<file path="config.mk">
export PLATFORM = sky130hd
export DESIGN_NAME = asp_core
export DESIGN_NICKNAME = d
export VERILOG_FILES = /design/src/hw/asp_pkg.sv /design/src/hw/asp_sync.sv /design/src/hw/asp_timer.sv /design/src/hw/asp_core.sv
export SDC_FILE = /design/constraint.sdc
export NUM_CORES = 1
export LEC_CHECK = 0
export BUFFER_PORTS_ARGS = -buffer_cell sky130_fd_sc_hd__buf_4
export CAP_MARGIN = 20
export CORE_MARGIN = 2
export CORE_UTILIZATION = 25
export CTS_BUF_LIST = sky130_fd_sc_hd__clkbuf_4 sky130_fd_sc_hd__clkbuf_8
export DETAILED_ROUTE_END_ITERATION = 8
export GPL_TIMING_DRIVEN = 0
export PLACE_DENSITY = 0.36
export SYNTH_ARGS = -nofsm -noshare
export SYNTH_HDL_FRONTEND = slang
export SYNTH_SLANG_ARGS = --single-unit
export TNS_END_PERCENT = 5
</file>
<file path="constraint.sdc">
create_clock -name sys_clk_in -period 3 [get_ports sys_clk_in]
set_clock_uncertainty 0.15 [all_clocks]
set_input_delay 0.45 -clock sys_clk_in [delete_from_list [all_inputs] [get_ports sys_clk_in]]
set_output_delay 0.45 -clock sys_clk_in [all_outputs]
set_load 0.01 [all_outputs]
</file>
<file path="src/hw/asp_pkg.sv">
package asp_pkg;

	// ****************************************************************
	// pins and clock
	// ****************************************************************
	typedef struct packed {
		logic cs_n;
		logic sclk;
		logic din;
	} asp_pins_t;

	localparam int CLK_PERIOD_NS = 4;
	localparam logic [2:0] PIN_RESET = 3'h6;

	// ****************************************************************
	// frame layout
	// ****************************************************************
	localparam int CTRL_BITS   = 8;
	localparam int RESULT_BITS = 12;
	localparam int LEAD_ZEROS  = 4;

	localparam logic [4:0] FRAME_EDGES = 5'h10;
	localparam logic [4:0] SAMPLE_EDGE = 5'h02;
	localparam logic [4:0] CTRL_EDGE   = 5'h08;
	localparam logic [4:0] LAST_ZERO   = 5'h04;

	// ****************************************************************
	// control byte fields
	// ****************************************************************
	localparam int PM_HI_POS = 1;
	localparam int PM_LO_POS = 0;
	localparam int CHAN_POS  = 3;

	localparam logic [7:0] CTRL_RESET = 8'h00;

	typedef enum logic [1:0] {
		PM_CS_GATED  = 2'b00,
		PM_ALWAYS_ON = 2'b01,
		PM_AUTO_OFF  = 2'b10,
		PM_AUTO_STBY = 2'b11
	} asp_pm_t;

	typedef enum logic [1:0] {
		PWR_OFF  = 2'b00,
		PWR_STBY = 2'b01,
		PWR_ON   = 2'b10
	} asp_pwr_t;

	// ****************************************************************
	// power-up delays, longest times round down
	// ****************************************************************
	localparam int TMR_W = 11;
	localparam int PWRUP_FULL_NS = 5000;
	localparam int PWRUP_STBY_NS = 1000;
	localparam logic [TMR_W-1:0] PWRUP_FULL_CYC =
		TMR_W'(PWRUP_FULL_NS / CLK_PERIOD_NS);
	localparam logic [TMR_W-1:0] PWRUP_STBY_CYC =
		TMR_W'(PWRUP_STBY_NS / CLK_PERIOD_NS);

endpackage

</file>
<file path="src/hw/asp_sync.sv">
`timescale 1ns/100ps

module asp_sync #(
	parameter int             W       = 3,
	parameter logic [W-1:0]   RST_VAL = '0
) (
	input  wire logic         sys_clk_in,
	input  wire logic         rst_in,
	input  wire logic [W-1:0] d_in,
	output logic      [W-1:0] level_out
);

	typedef struct packed {
		logic [W-1:0] s1;
		logic [W-1:0] s2;
		logic [W-1:0] s3;
		logic [W-1:0] lvl;
	} asp_sync_t;

	asp_sync_t q;
	asp_sync_t d;

	// a bit only moves once the second and third stage agree
	always_comb begin
		d = q;
		d.s1 = d_in;
		d.s2 = q.s1;
		d.s3 = q.s2;
		for (int i = 0; i < W; i++) begin
			if (q.s2[i] == q.s3[i]) begin
				d.lvl[i] = q.s2[i];
			end
		end
	end

	always_ff @(posedge sys_clk_in) begin
		if (rst_in) begin
			q <= '{RST_VAL, RST_VAL, RST_VAL, RST_VAL};
		end else begin
			q <= d;
		end
	end

	assign level_out = q.lvl;

endmodule

</file>
<file path="src/hw/asp_timer.sv">
`timescale 1ns/100ps

module asp_timer #(
	parameter int W = 11
) (
	input  wire logic         sys_clk_in,
	input  wire logic         rst_in,
	input  wire logic         start_in,
	input  wire logic         clear_in,
	input  wire logic [W-1:0] load_in,
	output logic              done_out
);

	typedef struct packed {
		logic [W-1:0] cnt;
		logic         done;
	} asp_timer_t;

	asp_timer_t q;
	asp_timer_t d;

	// clear wins so a power-down never leaves a stale ready
	always_comb begin
		d = q;
		if (clear_in) begin
			d.cnt = '0;
			d.done = 1'b0;
		end else if (start_in) begin
			d.cnt = load_in;
			d.done = 1'b0;
		end else if (q.cnt > W'(1)) begin
			d.cnt = q.cnt - W'(1);
		end else if (q.cnt == W'(1)) begin
			d.cnt = '0;
			d.done = 1'b1;
		end
	end

	always_ff @(posedge sys_clk_in) begin
		if (rst_in) begin
			q <= '{'0, 1'b0};
		end else begin
			q <= d;
		end
	end

	assign done_out = q.done;

endmodule

</file>
<file path="src/hw/asp_core.sv">
`timescale 1ns/100ps

// Behaviour
// - mode 1,0 powers fully down at the end of every conversion.
// - in auto-shutdown the chip-select level never changes power state.
// - auto-shutdown powers up on first falling clock, up to 5 us.
// - second rising clock samples input, enters hold, starts conversion.
// - acquisition spans first 1.5 clocks; host stretches it for power-up.
// - conversion completes 14 clocks after the sampling edge.
// - mode 1,1 enters standby after conversion; only reference stays on.
// - auto-standby leaves standby on first falling clock, about 1 us.
// - auto-standby returns to standby after last rising clock.
// - select low gates clock in, tracks, and powers up in mode 0,0.
// - select rising after conversion puts data output in high impedance.
// - select held low lets a new conversion start without reselecting.
// - result belongs to channel written in the previous control write.
// - control byte loads from first eight rising clocks of every frame.
// - each frame uses sixteen serial clock cycles.
// - leading falling edge enables output with the first leading zero.
// - later bits launch on falling edge, valid at next rising edge.
// - last bit launches before and is valid at sixteenth rising edge.
// - after reset mode is 0,0.
// - mode 0,0 powers down on select high, up on select low.
// - mode 0,1 stays powered; host rewrites it every frame.
module asp_core (
	input  wire logic                   sys_clk_in,
	input  wire logic                   rst_in,
	input  wire asp_pkg::asp_pins_t     pins_in,
	input  wire logic [11:0]            sample_data_in,
	output logic                        dout_out,
	output logic                        dout_oe_out,
	output logic                        track_out,
	output logic                        conv_start_out,
	output logic                        conv_busy_out,
	output logic                        frame_done_out,
	output logic                        channel_out,
	output logic [7:0]                  ctrl_out,
	output logic                        powered_out,
	output logic                        ref_on_out,
	output logic                        ready_out
);

	// ****************************************************************
	// state
	// ****************************************************************
	typedef struct packed {
		logic             cs_n;
		logic             sclk;
		logic             in_frame;
		logic [4:0]       rise_cnt;
		logic [4:0]       fall_cnt;
		logic             fall_seen;
		logic             rise_first;
		logic [7:0]       shift;
		logic [7:0]       ctrl;
		logic             chan;
		logic [11:0]      result;
		logic             dout;
		logic             dout_oe;
		logic             track;
		logic             conv_start;
		logic             conv_busy;
		logic             frame_done;
		asp_pkg::asp_pwr_t pwr;
		logic             powered;
		logic             ref_on;
	} asp_core_t;

	localparam asp_core_t ST_RESET = '{
		cs_n:       1'b1,
		sclk:       1'b1,
		in_frame:   1'b0,
		rise_cnt:   5'h00,
		fall_cnt:   5'h00,
		fall_seen:  1'b0,
		rise_first: 1'b0,
		shift:      8'h00,
		ctrl:       asp_pkg::CTRL_RESET,
		chan:       1'b0,
		result:     12'h000,
		dout:       1'b0,
		dout_oe:    1'b0,
		track:      1'b0,
		conv_start: 1'b0,
		conv_busy:  1'b0,
		frame_done: 1'b0,
		pwr:        asp_pkg::PWR_OFF,
		powered:    1'b0,
		ref_on:     1'b0
	};

	asp_core_t                  q;
	asp_core_t                  d;
	asp_pkg::asp_pins_t         pins_s;
	logic                       tmr_start;
	logic                       tmr_clear;
	logic [asp_pkg::TMR_W-1:0]  tmr_load;
	logic                       tmr_done;

	// ****************************************************************
	// pin synchroniser and power-up timer
	// ****************************************************************
	asp_sync #(
		.W       (3),
		.RST_VAL (asp_pkg::PIN_RESET)
	) asp_sync_inst (
		.sys_clk_in (sys_clk_in),
		.rst_in     (rst_in),
		.d_in       (pins_in),
		.level_out  (pins_s)
	);

	asp_timer #(
		.W (asp_pkg::TMR_W)
	) asp_timer_inst (
		.sys_clk_in (sys_clk_in),
		.rst_in     (rst_in),
		.start_in   (tmr_start),
		.clear_in   (tmr_clear),
		.load_in    (tmr_load),
		.done_out   (tmr_done)
	);

	// ****************************************************************
	// frame and power sequencing
	// ****************************************************************
	always_comb begin
		logic              cs_fall;
		logic              cs_rise;
		logic              sclk_rise;
		logic              sclk_fall;
		logic [4:0]        k;
		logic [4:0]        idx;
		logic [7:0]        ctrl_new;
		asp_pkg::asp_pm_t  mode;
		cs_fall = 1'b0;
		cs_rise = 1'b0;
		sclk_rise = 1'b0;
		sclk_fall = 1'b0;
		k = 5'h00;
		idx = 5'h00;
		ctrl_new = 8'h00;
		mode = asp_pkg::asp_pm_t'({q.ctrl[asp_pkg::PM_HI_POS],
			q.ctrl[asp_pkg::PM_LO_POS]});
		d = q;
		d.cs_n = pins_s.cs_n;
		d.sclk = pins_s.sclk;
		d.conv_start = 1'b0;
		d.frame_done = 1'b0;
		tmr_start = 1'b0;
		tmr_clear = 1'b0;
		tmr_load = asp_pkg::PWRUP_FULL_CYC;

		// ********************************************************
		// pin edges
		// ********************************************************
		cs_fall = q.cs_n & ~pins_s.cs_n;
		cs_rise = ~q.cs_n & pins_s.cs_n;
		// clock edges only count inside a frame
		sclk_rise = q.in_frame & ~pins_s.cs_n & ~q.sclk & pins_s.sclk;
		sclk_fall = q.in_frame & ~pins_s.cs_n & q.sclk & ~pins_s.sclk;

		if (cs_rise) begin
			// aborts any frame; output floats at once
			d.in_frame = 1'b0;
			d.dout_oe = 1'b0;
			d.dout = 1'b0;
			d.track = 1'b0;
			d.conv_busy = 1'b0;
			if (mode == asp_pkg::PM_CS_GATED) begin
				d.pwr = asp_pkg::PWR_OFF;
			end
		end else if (cs_fall) begin
			d.in_frame = 1'b1;
			d.rise_cnt = 5'h00;
			d.fall_cnt = 5'h00;
			d.fall_seen = 1'b0;
			d.rise_first = 1'b0;
			d.track = 1'b1;
			if (mode == asp_pkg::PM_CS_GATED && q.pwr != asp_pkg::PWR_ON) begin
				d.pwr = asp_pkg::PWR_ON;
				tmr_start = 1'b1;
			end
		end else if (sclk_fall) begin
			k = q.fall_cnt + 5'h01;
			if (q.fall_cnt != asp_pkg::FRAME_EDGES) begin
				d.fall_cnt = k;
			end
			// auto modes wake on the frame's first falling edge
			if (!q.fall_seen && q.pwr != asp_pkg::PWR_ON) begin
				if (mode == asp_pkg::PM_AUTO_OFF) begin
					d.pwr = asp_pkg::PWR_ON;
					tmr_start = 1'b1;
					tmr_load = asp_pkg::PWRUP_FULL_CYC;
				end else if (mode == asp_pkg::PM_AUTO_STBY) begin
					d.pwr = asp_pkg::PWR_ON;
					tmr_start = 1'b1;
					tmr_load = asp_pkg::PWRUP_STBY_CYC;
				end
			end
			d.dout_oe = 1'b1;
			d.fall_seen = 1'b1;
			if (k <= asp_pkg::LAST_ZERO || k > asp_pkg::FRAME_EDGES) begin
				d.dout = 1'b0;
			end else begin
				// result msb first after the leading zeros
				idx = asp_pkg::FRAME_EDGES - k;
				d.dout = q.result[idx[3:0]];
			end
		end else if (sclk_rise) begin
			k = q.rise_cnt + 5'h01;
			d.rise_cnt = k;
			if (k == 5'h01 && (!q.fall_seen || q.rise_first)) begin
				// select fall stood in for the first falling edge
				d.rise_first = 1'b1;
				d.fall_seen = 1'b0;
				d.fall_cnt = 5'h01;
			end
			if (k <= asp_pkg::CTRL_EDGE) begin
				d.shift = {q.shift[6:0], pins_s.din};
			end
			if (k == asp_pkg::CTRL_EDGE) begin
				ctrl_new = {q.shift[6:0], pins_s.din};
				d.ctrl = ctrl_new;
				if (ctrl_new[asp_pkg::PM_HI_POS] == 1'b0 &&
					ctrl_new[asp_pkg::PM_LO_POS] == 1'b1 &&
					q.pwr != asp_pkg::PWR_ON) begin
					d.pwr = asp_pkg::PWR_ON;
					tmr_start = 1'b1;
				end
			end
			if (k == asp_pkg::SAMPLE_EDGE) begin
				// channel from the previous write, new byte lands later
				d.track = 1'b0;
				d.conv_start = 1'b1;
				d.conv_busy = 1'b1;
				d.result = sample_data_in;
				d.chan = q.ctrl[asp_pkg::CHAN_POS];
			end
			if (k == asp_pkg::FRAME_EDGES) begin
				// restart counting so a held select begins a new frame
				d.frame_done = 1'b1;
				d.conv_busy = 1'b0;
				d.rise_cnt = 5'h00;
				if (q.rise_first) begin
					// trailing falling edge still belongs to this frame
					d.fall_cnt = asp_pkg::FRAME_EDGES;
				end else begin
					d.fall_cnt = 5'h00;
					d.fall_seen = 1'b0;
				end
				d.track = 1'b1;
				if (mode == asp_pkg::PM_AUTO_OFF) begin
					d.pwr = asp_pkg::PWR_OFF;
				end else if (mode == asp_pkg::PM_AUTO_STBY) begin
					d.pwr = asp_pkg::PWR_STBY;
				end
			end
		end

		// ********************************************************
		// power flags
		// ********************************************************
		d.powered = (d.pwr == asp_pkg::PWR_ON);
		d.ref_on  = (d.pwr != asp_pkg::PWR_OFF);
		if (d.pwr != asp_pkg::PWR_ON) begin
			tmr_clear = 1'b1;
		end
	end

	// ****************************************************************
	// registers
	// ****************************************************************
	always_ff @(posedge sys_clk_in) begin
		if (rst_in) begin
			q <= ST_RESET;
		end else begin
			q <= d;
		end
	end

	// ****************************************************************
	// outputs
	// ****************************************************************
	assign dout_out       = q.dout;
	assign dout_oe_out    = q.dout_oe;
	assign track_out      = q.track;
	assign conv_start_out = q.conv_start;
	assign conv_busy_out  = q.conv_busy;
	assign frame_done_out = q.frame_done;
	assign channel_out    = q.chan;
	assign ctrl_out       = q.ctrl;
	assign powered_out    = q.powered;
	assign ref_on_out     = q.ref_on;
	assign ready_out      = tmr_done;

endmodule

</file>
==> results of run 1 <==
-- final timing paths --
kind,to,slack (ns),cells after the start
max,dout_out$_SDFFE_PP0P_,0.37,9
min,asp_sync_inst.d[8]$_SDFF_PP1_,0.12,2
max reg2reg,dout_out$_SDFFE_PP0P_,0.37,9
min reg2reg,asp_sync_inst.d[5]$_SDFF_PP1_,0.27,1
-- timing repair --
item                                    CTS  global route
gates resized for setup                   0             2
endpoints found under the setup margin    0             1
hold buffers                              0             0
-- routing by layer --
metal	vias to the layer above	routed length (um)	track usage, %	part of all wire (%)
li1	1624	-	-	-
met1	1516	5562	19.63	54
met2	52	4129	18.17	40
met4	0	163	5.693	1.6
met3	12	383	2.601	3.7
met5	-	0	0	0
-- where the power goes --
group	switching, mW	total (mW)	leakage [nW]	internal [mW]
combinational	0.0249	0.0458	1.16	0.0210
sequential	0.00257	1.03	0.622	1.03
clock	0.396	0.819	0.103	0.423
-- worst reg2reg max path: stages, from the launching register on --
cell	delay, ns
sky130_fd_sc_hd__dfxtp_1	0.34
sky130_fd_sc_hd__clkbuf_2	0.24
sky130_fd_sc_hd__inv_1	0.11
sky130_fd_sc_hd__ha_1	0.45
sky130_fd_sc_hd__nor4bb_1	0.28
sky130_fd_sc_hd__o21ai_0	0.11
sky130_fd_sc_hd__a21oi_1	0.25
sky130_fd_sc_hd__o211ai_1	0.13
sky130_fd_sc_hd__and3_1	0.21
sky130_fd_sc_hd__o41ai_1	0.27
-- synthesized netlist by cell type, types with 4 or more instances --
master	count	area share, %
sky130_fd_sc_hd__dfxtp_1	77	39
sky130_fd_sc_hd__nor2_1	54	5.1
sky130_fd_sc_hd__mux2i_1	32	8.1
sky130_fd_sc_hd__nand2_1	25	2.4
sky130_fd_sc_hd__a21oi_1	23	2.9
sky130_fd_sc_hd__inv_1	16	1.5
sky130_fd_sc_hd__clkbuf_1	14	1.3
sky130_fd_sc_hd__buf_4	11	2.1
sky130_fd_sc_hd__o21ai_0	11	1.4
sky130_fd_sc_hd__or2_2	11	1.7
sky130_fd_sc_hd__ha_1	10	3.2
sky130_fd_sc_hd__nor2b_1	10	1.6
sky130_fd_sc_hd__nand3_1	8	1.0
sky130_fd_sc_hd__nor3_1	8	1.0
sky130_fd_sc_hd__nor4_1	7	1.1
sky130_fd_sc_hd__a211oi_1	6	1.1
sky130_fd_sc_hd__a31oi_1	6	0.95
sky130_fd_sc_hd__nand2b_1	6	0.95
sky130_fd_sc_hd__buf_2	5	0.63
sky130_fd_sc_hd__buf_6	4	1.1
sky130_fd_sc_hd__nand3b_1	4	0.76
sky130_fd_sc_hd__o211ai_1	4	0.76
sky130_fd_sc_hd__o21a_1	4	0.76
sky130_fd_sc_hd__xnor2_1	4	0.89
sky130_fd_sc_hd__xor2_1	4	0.89
-- cell type report --
type                       instances  share of cell area, %
sequential                        77                  33.05
clock buffer                      12                  3.273
multi-input combinational        307                  45.79
inverter                          16                  1.288
buffer                            34                  4.453
tap                              211                  5.660
timing repair buffer              34                  5.472
clock inverter                     4                  1.019
-- per-stage QoR --
| stage | util, % | area, um2 | instances | power (mW) | setup WS [ns] |
|---|---|---|---|---|---|
| finish | 30.46 | 4664 | 695 | 1.894 | 0.3654 |
| global route | 30.46 | 4664 | 695 | 1.987 | 0.03460 |
| CTS | 30.47 | 4667 | 696 | 1.936 | 0.04081 |
| detailed placement | 29.17 | 4467 | 680 | 1.101 | 0.06707 |
| global placement | 29.17 | 4467 | 680 | 1.100 | 0.08923 |
| floorplan | - | 3948 | 435 | 1.070 | 0.5629 |
-- flip-flops by register name (all words and copies together) (netlist names) --
signal                   flops
channel_out                  1
conv_busy_out                1
q                           36
asp_timer_inst.done_out      1
conv_start_out               1
asp_sync_inst.d              6
frame_done_out               1
asp_sync_inst.level_out      3
ref_on_out                   1
powered_out                  1
track_out                    1
ctrl_out                     8
asp_sync_inst.q              3
asp_timer_inst.q            11
dout_oe_out                  1
dout_out                     1
-- placed cells by master, fill, tap and decap left out, types with 11 or more instances in the layout --
cell type / count
sky130_fd_sc_hd__a21oi_1: 23
sky130_fd_sc_hd__dfxtp_1: 77
sky130_fd_sc_hd__buf_4: 45
sky130_fd_sc_hd__nor2_1: 54
sky130_fd_sc_hd__clkbuf_1: 12
sky130_fd_sc_hd__or2_2: 11
sky130_fd_sc_hd__inv_1: 16
sky130_fd_sc_hd__nand2_1: 25
sky130_fd_sc_hd__mux2i_1: 32
sky130_fd_sc_hd__o21ai_0: 11
-- logic make-up (layout without fill, tap and decap cells) --
| group | Yosys count | after routing | synth area share (%) |
|---|---|---|---|
| buf+inv | 51 | 100 | 6.846 |
| compound gates | 85 | 85 | 15.72 |
| simple gates | 169 | 169 | 23.61 |
| mux | 35 | 35 | 9.826 |
| xor+xnor | 8 | 8 | 1.775 |
| fa+ha+maj | 10 | 10 | 3.170 |
| flops | 77 | 77 | 39.05 |
==> impl_results.html, run 1 <==
<table>
<tr><th>Metric</th><th>Value</th></tr>
<tr><th colspan="2">Global route</th></tr>
<tr><td>Maximum number of pins on one net before global-route repair</td><td>13</td></tr>
<tr><td>First-pass GRT wire length</td><td>17100 um</td></tr>
<tr><td>Number of antenna violations at the first check in global routing</td><td>0</td></tr>
<tr><td>Number of global-route vias before repair</td><td>3099</td></tr>
<tr><td>Total track usage</td><td>13.16%</td></tr>
<tr><td>Gr ovfl total</td><td>0</td></tr>
<tr><th colspan="2">CTS</th></tr>
<tr><td>Post-CTS repair timing setup buffer count</td><td>0</td></tr>
<tr><td>CTS H-Tree Depth</td><td>3</td></tr>
<tr><td>Clock-pin transition on the worst setup and hold timing paths</td><td>0.08 ns</td></tr>
<tr><td>Num Clock Sinks</td><td>77</td></tr>
<tr><td>Root buffer cell</td><td>sky130_fd_sc_hd__clkbuf_8</td></tr>
<tr><td>Maximum clock path buffer count</td><td>2</td></tr>
<tr><td>Worst-Skew Late Latency</td><td>0.36 ns</td></tr>
<tr><td>Inserted Clock Buffers</td><td>9</td></tr>
<tr><td>CTS tree</td><td>built</td></tr>
<tr><th colspan="2">Timing</th></tr>
<tr><td>Hold slack</td><td>0.1191 ns</td></tr>
<tr><td>Total count of max-transition violations in the final report</td><td>0</td></tr>
<tr><td>Tightest Pin Transition</td><td>0.6814 ns</td></tr>
<tr><td>Rel. slew slack</td><td>54.57%</td></tr>
<tr><td>Post-layout minimum cycle time</td><td>2.635 ns</td></tr>
<tr><td>Upper clock frequency limit</td><td>379.6 MHz</td></tr>
<tr><td>Final setup vio count</td><td>0</td></tr>
<tr><td>RSZ-0062 raised after global routing</td><td>false</td></tr>
<tr><td>Setup TNS Final</td><td>0 ns</td></tr>
<tr><td>Post-route clock period utilization</td><td>87.82%</td></tr>
<tr><td>Final hold vios</td><td>0</td></tr>
<tr><th colspan="2">Floorplan</th></tr>
<tr><td>Horizontal die dimension</td><td>129.7 um</td></tr>
<tr><td>Number of cell rows</td><td>45</td></tr>
<tr><td>Number of top-level pins</td><td>35</td></tr>
<tr><td>Initial core utilization</td><td>25.78%</td></tr>
<tr><td>Core area</td><td>0.01531 mm2</td></tr>
<tr><td>Die area</td><td>0.01681 mm2</td></tr>
<tr><td>Y dimension of the die</td><td>129.7 um</td></tr>
<tr><th colspan="2">Layout</th></tr>
<tr><td>Fraction of final layout cells with drive strength greater than 1</td><td>21.69%</td></tr>
<tr><td>Layout net count</td><td>506</td></tr>
<tr><td>Final antenna diode count</td><td>0</td></tr>
<tr><td>Layout overhead on the synthesized area</td><td>18.16%</td></tr>
<tr><td>Total area of multi-input combinational cells</td><td>0.002136 mm2</td></tr>
<tr><td>Fill cell instance count of the final layout</td><td>1665</td></tr>
<tr><td>Total area of sequential cells</td><td>0.001541 mm2</td></tr>
<tr><th colspan="2">Detailed routing</th></tr>
<tr><td>Routed wirelength normalized by instance count</td><td>14.73 um</td></tr>
<tr><td>Starting DRC count in detailed routing</td><td>173</td></tr>
<tr><td>Remaining design rule violation count</td><td>0</td></tr>
<tr><td>Routed wire length</td><td>10240 um</td></tr>
<tr><td>Vias per cell</td><td>4.610</td></tr>
<tr><td>Routed via count</td><td>3204</td></tr>
<tr><td>Post-route antenna net violation count</td><td>0</td></tr>
<tr><td>Length of the first detailed-routing pass in iterations</td><td>4</td></tr>
<tr><th colspan="2">Synth</th></tr>
<tr><td>Distinct cell type count after synthesis</td><td>68</td></tr>
<tr><td>Number of register bits inferred by synthesis</td><td>77</td></tr>
<tr><td>Share of the yosys chip area belonging to registers</td><td>39.05%</td></tr>
<tr><td>Synth Flop Type</td><td>sky130_fd_sc_hd__dfxtp_1</td></tr>
<tr><td>Avg Synthesized Cell Area</td><td>9.075 um2</td></tr>
<tr><td>Number of synthesized flops with an enable pin</td><td>0</td></tr>
<tr><td>Mapped Nets</td><td>462</td></tr>
<tr><td>Yosys warnings</td><td>0</td></tr>
<tr><td>Synth Instances</td><td>435</td></tr>
<tr><td>Netlist area before placement</td><td>0.003948 mm2</td></tr>
<tr><td>Post-synth ARST share</td><td>0%</td></tr>
<tr><th colspan="2">Setup path</th></tr>
<tr><td>Slowest stage cell on the critical path</td><td>sky130_fd_sc_hd__ha_1</td></tr>
<tr><td>Launch point of the critical path</td><td>q[41]$_SDFFE_PP0P_</td></tr>
<tr><td>Crit Path Max Fanout</td><td>9</td></tr>
<tr><td>Peak per-stage delay on the critical path</td><td>0.45 ns</td></tr>
<tr><td>Beginning of the worst register-to-register path</td><td>q[41]$_SDFFE_PP0P_</td></tr>
<tr><td>Class of the most critical setup path</td><td>flip-flop to flip-flop</td></tr>
<tr><td>Nature of the critical path startpoint</td><td>flip-flop</td></tr>
<tr><td>Data arrival at the endpoint of the critical path</td><td>2.75 ns</td></tr>
<tr><td>Crit. End Element</td><td>flip-flop</td></tr>
<tr><td>Required time at the worst-slack endpoint</td><td>3.12 ns</td></tr>
<tr><td>Crit path cell chain</td><td>clkbuf_2, inv_1, ha_1, nor4bb_1, o21ai_0, a21oi_1, o211ai_1, and3_1, o41ai_1</td></tr>
<tr><td>Worst path buffer plus inverter count</td><td>2</td></tr>
<tr><td>Kind of cell adding the most delay to the critical path</td><td>compound AO/OA/AOI/OAI gates</td></tr>
<tr><th colspan="2">Pwr</th></tr>
<tr><td>Static leakage</td><td>1.887 nW</td></tr>
<tr><td>Power per cell area</td><td>406.0 mW/mm2</td></tr>
<tr><td>Maximum resistive drop on vdd</td><td>138.9 uV</td></tr>
<tr><th colspan="2">Worst hold path</th></tr>
<tr><td>Min-Delay Path Class</td><td>input port to flip-flop</td></tr>
<tr><td>Start point of the worst hold path</td><td>pins_in[2]</td></tr>
<tr><th colspan="2">Placed design</th></tr>
<tr><td>PortBufs</td><td>34</td></tr>
<tr><td>Final weighted congestion of routability-driven global placement</td><td>0.7997</td></tr>
<tr><td>Estimated wirelength of the detail-placed design</td><td>7316 um</td></tr>
<tr><th colspan="2">Outcome</th></tr>
<tr><td>Result of the run</td><td>finished, final reports clean</td></tr>
<tr><th colspan="2">Job</th></tr>
<tr><td>Number of maximum-capacitance violations</td><td>0</td></tr>
</table>
No activity file was read; power rests on OpenSTA's default activity.
==> inputs of run 2 (changes only) <==
Settings changed: CELL_PAD_IN_SITES_DETAIL_PLACEMENT set to 0, CELL_PAD_IN_SITES_GLOBAL_PLACEMENT set to 1, PLACE_DENSITY 0.36 to 0.45.
==> impl_results.html, run 2 (synthesized netlist as in run 1, its figures left out) <==
<table>
<tr><th>Metric</th><th>Value</th></tr>
<tr><th colspan="2">Timing</th></tr>
<tr><td>Post-route clock period utilization</td><td>88.71% (+0.89 points)</td></tr>
<tr><td>Worst Slack Setup Final</td><td>0.3386 ns (-0.02683 ns)</td></tr>
<tr><td>Upper clock frequency limit</td><td>375.7 MHz (-1.0%)</td></tr>
<tr><td>Post-layout minimum cycle time</td><td>2.661 ns (+0.02683 ns)</td></tr>
<tr><td>Final hold vios</td><td>0 (unchanged)</td></tr>
<tr><td>Total count of max-transition violations in the final report</td><td>0 (unchanged)</td></tr>
<tr><td>Rel. slew slack</td><td>56.20% (+1.6 points)</td></tr>
<tr><td>RSZ-0062 raised after global routing</td><td>false</td></tr>
<tr><td>Final setup vio count</td><td>0 (unchanged)</td></tr>
<tr><td>Setup TNS Final</td><td>0 ns (unchanged)</td></tr>
<tr><td>Tightest Pin Transition</td><td>0.6571 ns (-0.02436 ns)</td></tr>
<tr><th colspan="2">Outcome</th></tr>
<tr><td>Result of the run</td><td>finished, final reports clean</td></tr>
<tr><th colspan="2">Setup path</th></tr>
<tr><td>Class of the most critical setup path</td><td>flip-flop to flip-flop</td></tr>
<tr><td>Register-to-Register Setup Slack</td><td>0.34 ns (-0.03 ns)</td></tr>
<tr><td>Kind of cell adding the most delay to the critical path</td><td>compound AO/OA/AOI/OAI gates</td></tr>
<tr><td>Slowest stage cell on the critical path</td><td>sky130_fd_sc_hd__ha_1</td></tr>
<tr><td>Nature of the critical path startpoint</td><td>flip-flop</td></tr>
<tr><td>Reg2Reg Depth</td><td>9 (unchanged)</td></tr>
<tr><td>Crit Path Max Fanout</td><td>9 (unchanged)</td></tr>
<tr><td>Required time at the worst-slack endpoint</td><td>3.11 ns (about the same)</td></tr>
<tr><td>Beginning of the worst register-to-register path</td><td>q[41]$_SDFFE_PP0P_</td></tr>
<tr><td>Worst path buffer plus inverter count</td><td>2 (unchanged)</td></tr>
<tr><td>Data arrival at the endpoint of the critical path</td><td>2.77 ns (+0.02 ns)</td></tr>
<tr><td>Endpoint of the worst-slack reg-to-reg timing path</td><td>dout_out$_SDFFE_PP0P_</td></tr>
<tr><td>Crit. End Element</td><td>flip-flop</td></tr>
<tr><td>Peak per-stage delay on the critical path</td><td>0.45 ns (about the same)</td></tr>
<tr><td>Crit path cell chain</td><td>clkbuf_2, inv_1, ha_1, nor4bb_1, o21ai_0, a21oi_1, o211ai_1, and3_1, o41ai_1</td></tr>
<tr><th colspan="2">Detailed routing</th></tr>
<tr><td>Length of the first detailed-routing pass in iterations</td><td>4 (unchanged)</td></tr>
<tr><td>Remaining design rule violation count</td><td>0 (unchanged)</td></tr>
<tr><td>Starting DRC count in detailed routing</td><td>146 (-16%)</td></tr>
<tr><td>Routed wire length</td><td>10260 um (+0.18%)</td></tr>
<tr><td>Post-route antenna net violation count</td><td>0 (unchanged)</td></tr>
<tr><td>Vias per cell</td><td>4.538 (-1.6%)</td></tr>
<tr><td>Routed wirelength normalized by instance count</td><td>14.80 um (+0.46%)</td></tr>
<tr><td>Routed via count</td><td>3145 (-1.8%)</td></tr>
<tr><th colspan="2">Floorplan</th></tr>
<tr><td>Initial core utilization</td><td>25.78% (unchanged)</td></tr>
<tr><td>Horizontal die dimension</td><td>129.7 um (unchanged)</td></tr>
<tr><td>Y dimension of the die</td><td>129.7 um (unchanged)</td></tr>
<tr><td>Number of cell rows</td><td>45 (unchanged)</td></tr>
<tr><td>Core area</td><td>0.01531 mm2 (unchanged)</td></tr>
<tr><td>Number of top-level pins</td><td>35 (unchanged)</td></tr>
<tr><td>Die area</td><td>0.01681 mm2 (unchanged)</td></tr>
<tr><th colspan="2">Placed design</th></tr>
<tr><td>DP Cell Count</td><td>680 (unchanged)</td></tr>
<tr><td>Worst slack after detailed placement</td><td>0.01833 ns (-0.04873 ns)</td></tr>
<tr><td>Final weighted congestion of routability-driven global placement</td><td>0.7470 (-6.6%)</td></tr>
<tr><td>Estimated wirelength of the detail-placed design</td><td>7574 um (+3.5%)</td></tr>
<tr><td>PortBufs</td><td>34 (unchanged)</td></tr>
<tr><th colspan="2">Layout</th></tr>
<tr><td>Most frequent cells in the layout</td><td>77 x sky130_fd_sc_hd__dfxtp_1, 54 x sky130_fd_sc_hd__nor2_1, 45 x sky130_fd_sc_hd__buf_4</td></tr>
<tr><td>Layout net count</td><td>506 (unchanged)</td></tr>
<tr><td>Commonest non-fill, non-tap cell in the layout</td><td>sky130_fd_sc_hd__dfxtp_1</td></tr>
<tr><td>Final antenna diode count</td><td>0 (unchanged)</td></tr>
<tr><td>Top reg by flops</td><td>q</td></tr>
<tr><td>Max reg flops</td><td>36 (unchanged)</td></tr>
<tr><td>Fraction of final layout cells with drive strength greater than 1</td><td>21.37% (-0.32 points)</td></tr>
<tr><td>Fin cells</td><td>693 (-0.29%)</td></tr>
<tr><td>Layout overhead on the synthesized area</td><td>17.37%</td></tr>
<tr><th colspan="2">CTS</th></tr>
<tr><td>Worst-Skew Late Latency</td><td>0.36 ns (about the same)</td></tr>
<tr><td>Num Clock Sinks</td><td>77 (unchanged)</td></tr>
<tr><td>Hold Buf Count CTS</td><td>0 (unchanged)</td></tr>
<tr><td>CTS tree</td><td>built</td></tr>
<tr><td>Clock-pin transition on the worst setup and hold timing paths</td><td>0.08 ns (about the same)</td></tr>
<tr><td>Root buffer cell</td><td>sky130_fd_sc_hd__clkbuf_8</td></tr>
<tr><td>Maximum clock path buffer count</td><td>2 (unchanged)</td></tr>
<tr><td>Inserted Clock Buffers</td><td>9 (unchanged)</td></tr>
<tr><td>CTS H-Tree Depth</td><td>3 (unchanged)</td></tr>
<tr><td>Post-CTS repair timing setup buffer count</td><td>0 (unchanged)</td></tr>
<tr><th colspan="2">Pwr</th></tr>
<tr><td>Static leakage</td><td>1.875 nW (-0.62%)</td></tr>
<tr><td>Maximum resistive drop on vdd</td><td>208.9 uV (+50%)</td></tr>
<tr><td>Power per cell area</td><td>385.9 mW/mm2 (-5.0%)</td></tr>
<tr><th colspan="2">Worst hold path</th></tr>
<tr><td>Min-Delay Path Class</td><td>input port to flip-flop</td></tr>
<tr><td>End of the worst hold path</td><td>asp_sync_inst.d[8]$_SDFF_PP1_</td></tr>
<tr><td>Worst hold path stage count</td><td>2 (unchanged)</td></tr>
<tr><td>Start point of the worst hold path</td><td>pins_in[2]</td></tr>
<tr><th colspan="2">Global route</th></tr>
<tr><td>Maximum number of pins on one net before global-route repair</td><td>12 (-1)</td></tr>
<tr><td>Number of global-route vias before repair</td><td>3063 (-1.2%)</td></tr>
<tr><td>Gr ovfl total</td><td>0 (unchanged)</td></tr>
<tr><td>Total track usage</td><td>12.86% (-0.30 points)</td></tr>
<tr><td>First-pass GRT wire length</td><td>16590 um (-3.0%)</td></tr>
<tr><td>Number of antenna violations at the first check in global routing</td><td>0 (unchanged)</td></tr>
<tr><th colspan="2">Job</th></tr>
<tr><td>Number of maximum-capacitance violations</td><td>0 (unchanged)</td></tr>
</table>
-- run 2: cell types whose count changed in the layout (fill, tap and decap cells not counted) --
cell                         change
sky130_fd_sc_hd__clkbuf_4        -1
sky130_fd_sc_hd__bufinv_16       -1
sky130_fd_sc_hd__clkbuf_8        +1
sky130_fd_sc_hd__clkinvlp_4      -1
-- run 2: cell type report --
| cell class | count | area, um2 |
|---|---|---|
| Fill cell | 1678 | 10680 |
| Multi-Input combinational cell | 307 | 2136 |
| Sequential cell | 77 | 1541 |
| Tap cell | 211 | 264.0 |
| Timing Repair Buffer | 34 | 255.2 |
| Buffer | 34 | 207.7 |
| Clock buffer | 12 | 158.9 |
| Inverter | 16 | 60.06 |
| Clock inverter | 2 | 10.01 |
-- run 2: worst max-delay path by stage --
stage / startpoint / to / slack (ns) / depth (start not counted)
4_1_cts: q[41]$_SDFFE_PP0P_ / dout_out$_SDFFE_PP0P_ / 0.19 / 10
5_1_grt: q[41]$_SDFFE_PP0P_ / dout_out$_SDFFE_PP0P_ / 0.05 / 9
3_3_place_gp: q[41]$_SDFFE_PP0P_ / dout_out$_SDFFE_PP0P_ / 0.03 / 10
6_report: q[41]$_SDFFE_PP0P_ / dout_out$_SDFFE_PP0P_ / 0.34 / 9
2_1_floorplan: q[41]$_SDFFE_PP0P_ / dout_out$_SDFFE_PP0P_ / 0.56 / 10
3_5_place_dp: q[41]$_SDFFE_PP0P_ / dout_out$_SDFFE_PP0P_ / 0.02 / 10
-- run 2: worst reg2reg max path: stages, from the launching register on --
cell and delay [ns]:
sky130_fd_sc_hd__dfxtp_1 0.34, sky130_fd_sc_hd__clkbuf_2 0.24, sky130_fd_sc_hd__inv_1 0.12, sky130_fd_sc_hd__ha_1 0.45, sky130_fd_sc_hd__nor4bb_1 0.31, sky130_fd_sc_hd__o21ai_0 0.12, sky130_fd_sc_hd__a21oi_1 0.23, sky130_fd_sc_hd__o211ai_1 0.12
sky130_fd_sc_hd__and3_1 0.22, sky130_fd_sc_hd__o41ai_1 0.28
-- run 2: routing by layer --
metal,track usage [%],part of all wire [%],vias up
li1,-,-,1610
met1,17.84,52,1496
met2,19.37,44,34
met3,3.840,3.2,5
met4,3.605,1.1,0
met5,0,0,-
-- run 2: stage by stage --
step	instance area [um2]	power [mW]	hold WS (ns)	util [%]
CTS	4637	1.842	0.09239	30.28
global placement	4467	1.101	0.2523	29.17
global route	4633	1.875	0.09650	30.25
floorplan	3948	1.070	0.2395	-
detailed placement	4467	1.101	0.2700	29.17
finish	4633	1.788	0.1221	30.25
-- run 2: report_power, final --
group / total [mW] / leakage [nW] / switching, mW / internal, mW
Clock: 0.713 / 0.0915 / 0.370 / 0.343
Combinational: 0.0460 / 1.16 / 0.0250 / 0.0210
Sequential: 1.03 / 0.622 / 0.00227 / 1.03
-- run 2: repair_timing --
action	CTS	global route
endpoints found under the setup margin	1	1
endpoints found under the hold margin	0	0
gates resized for setup	1	0
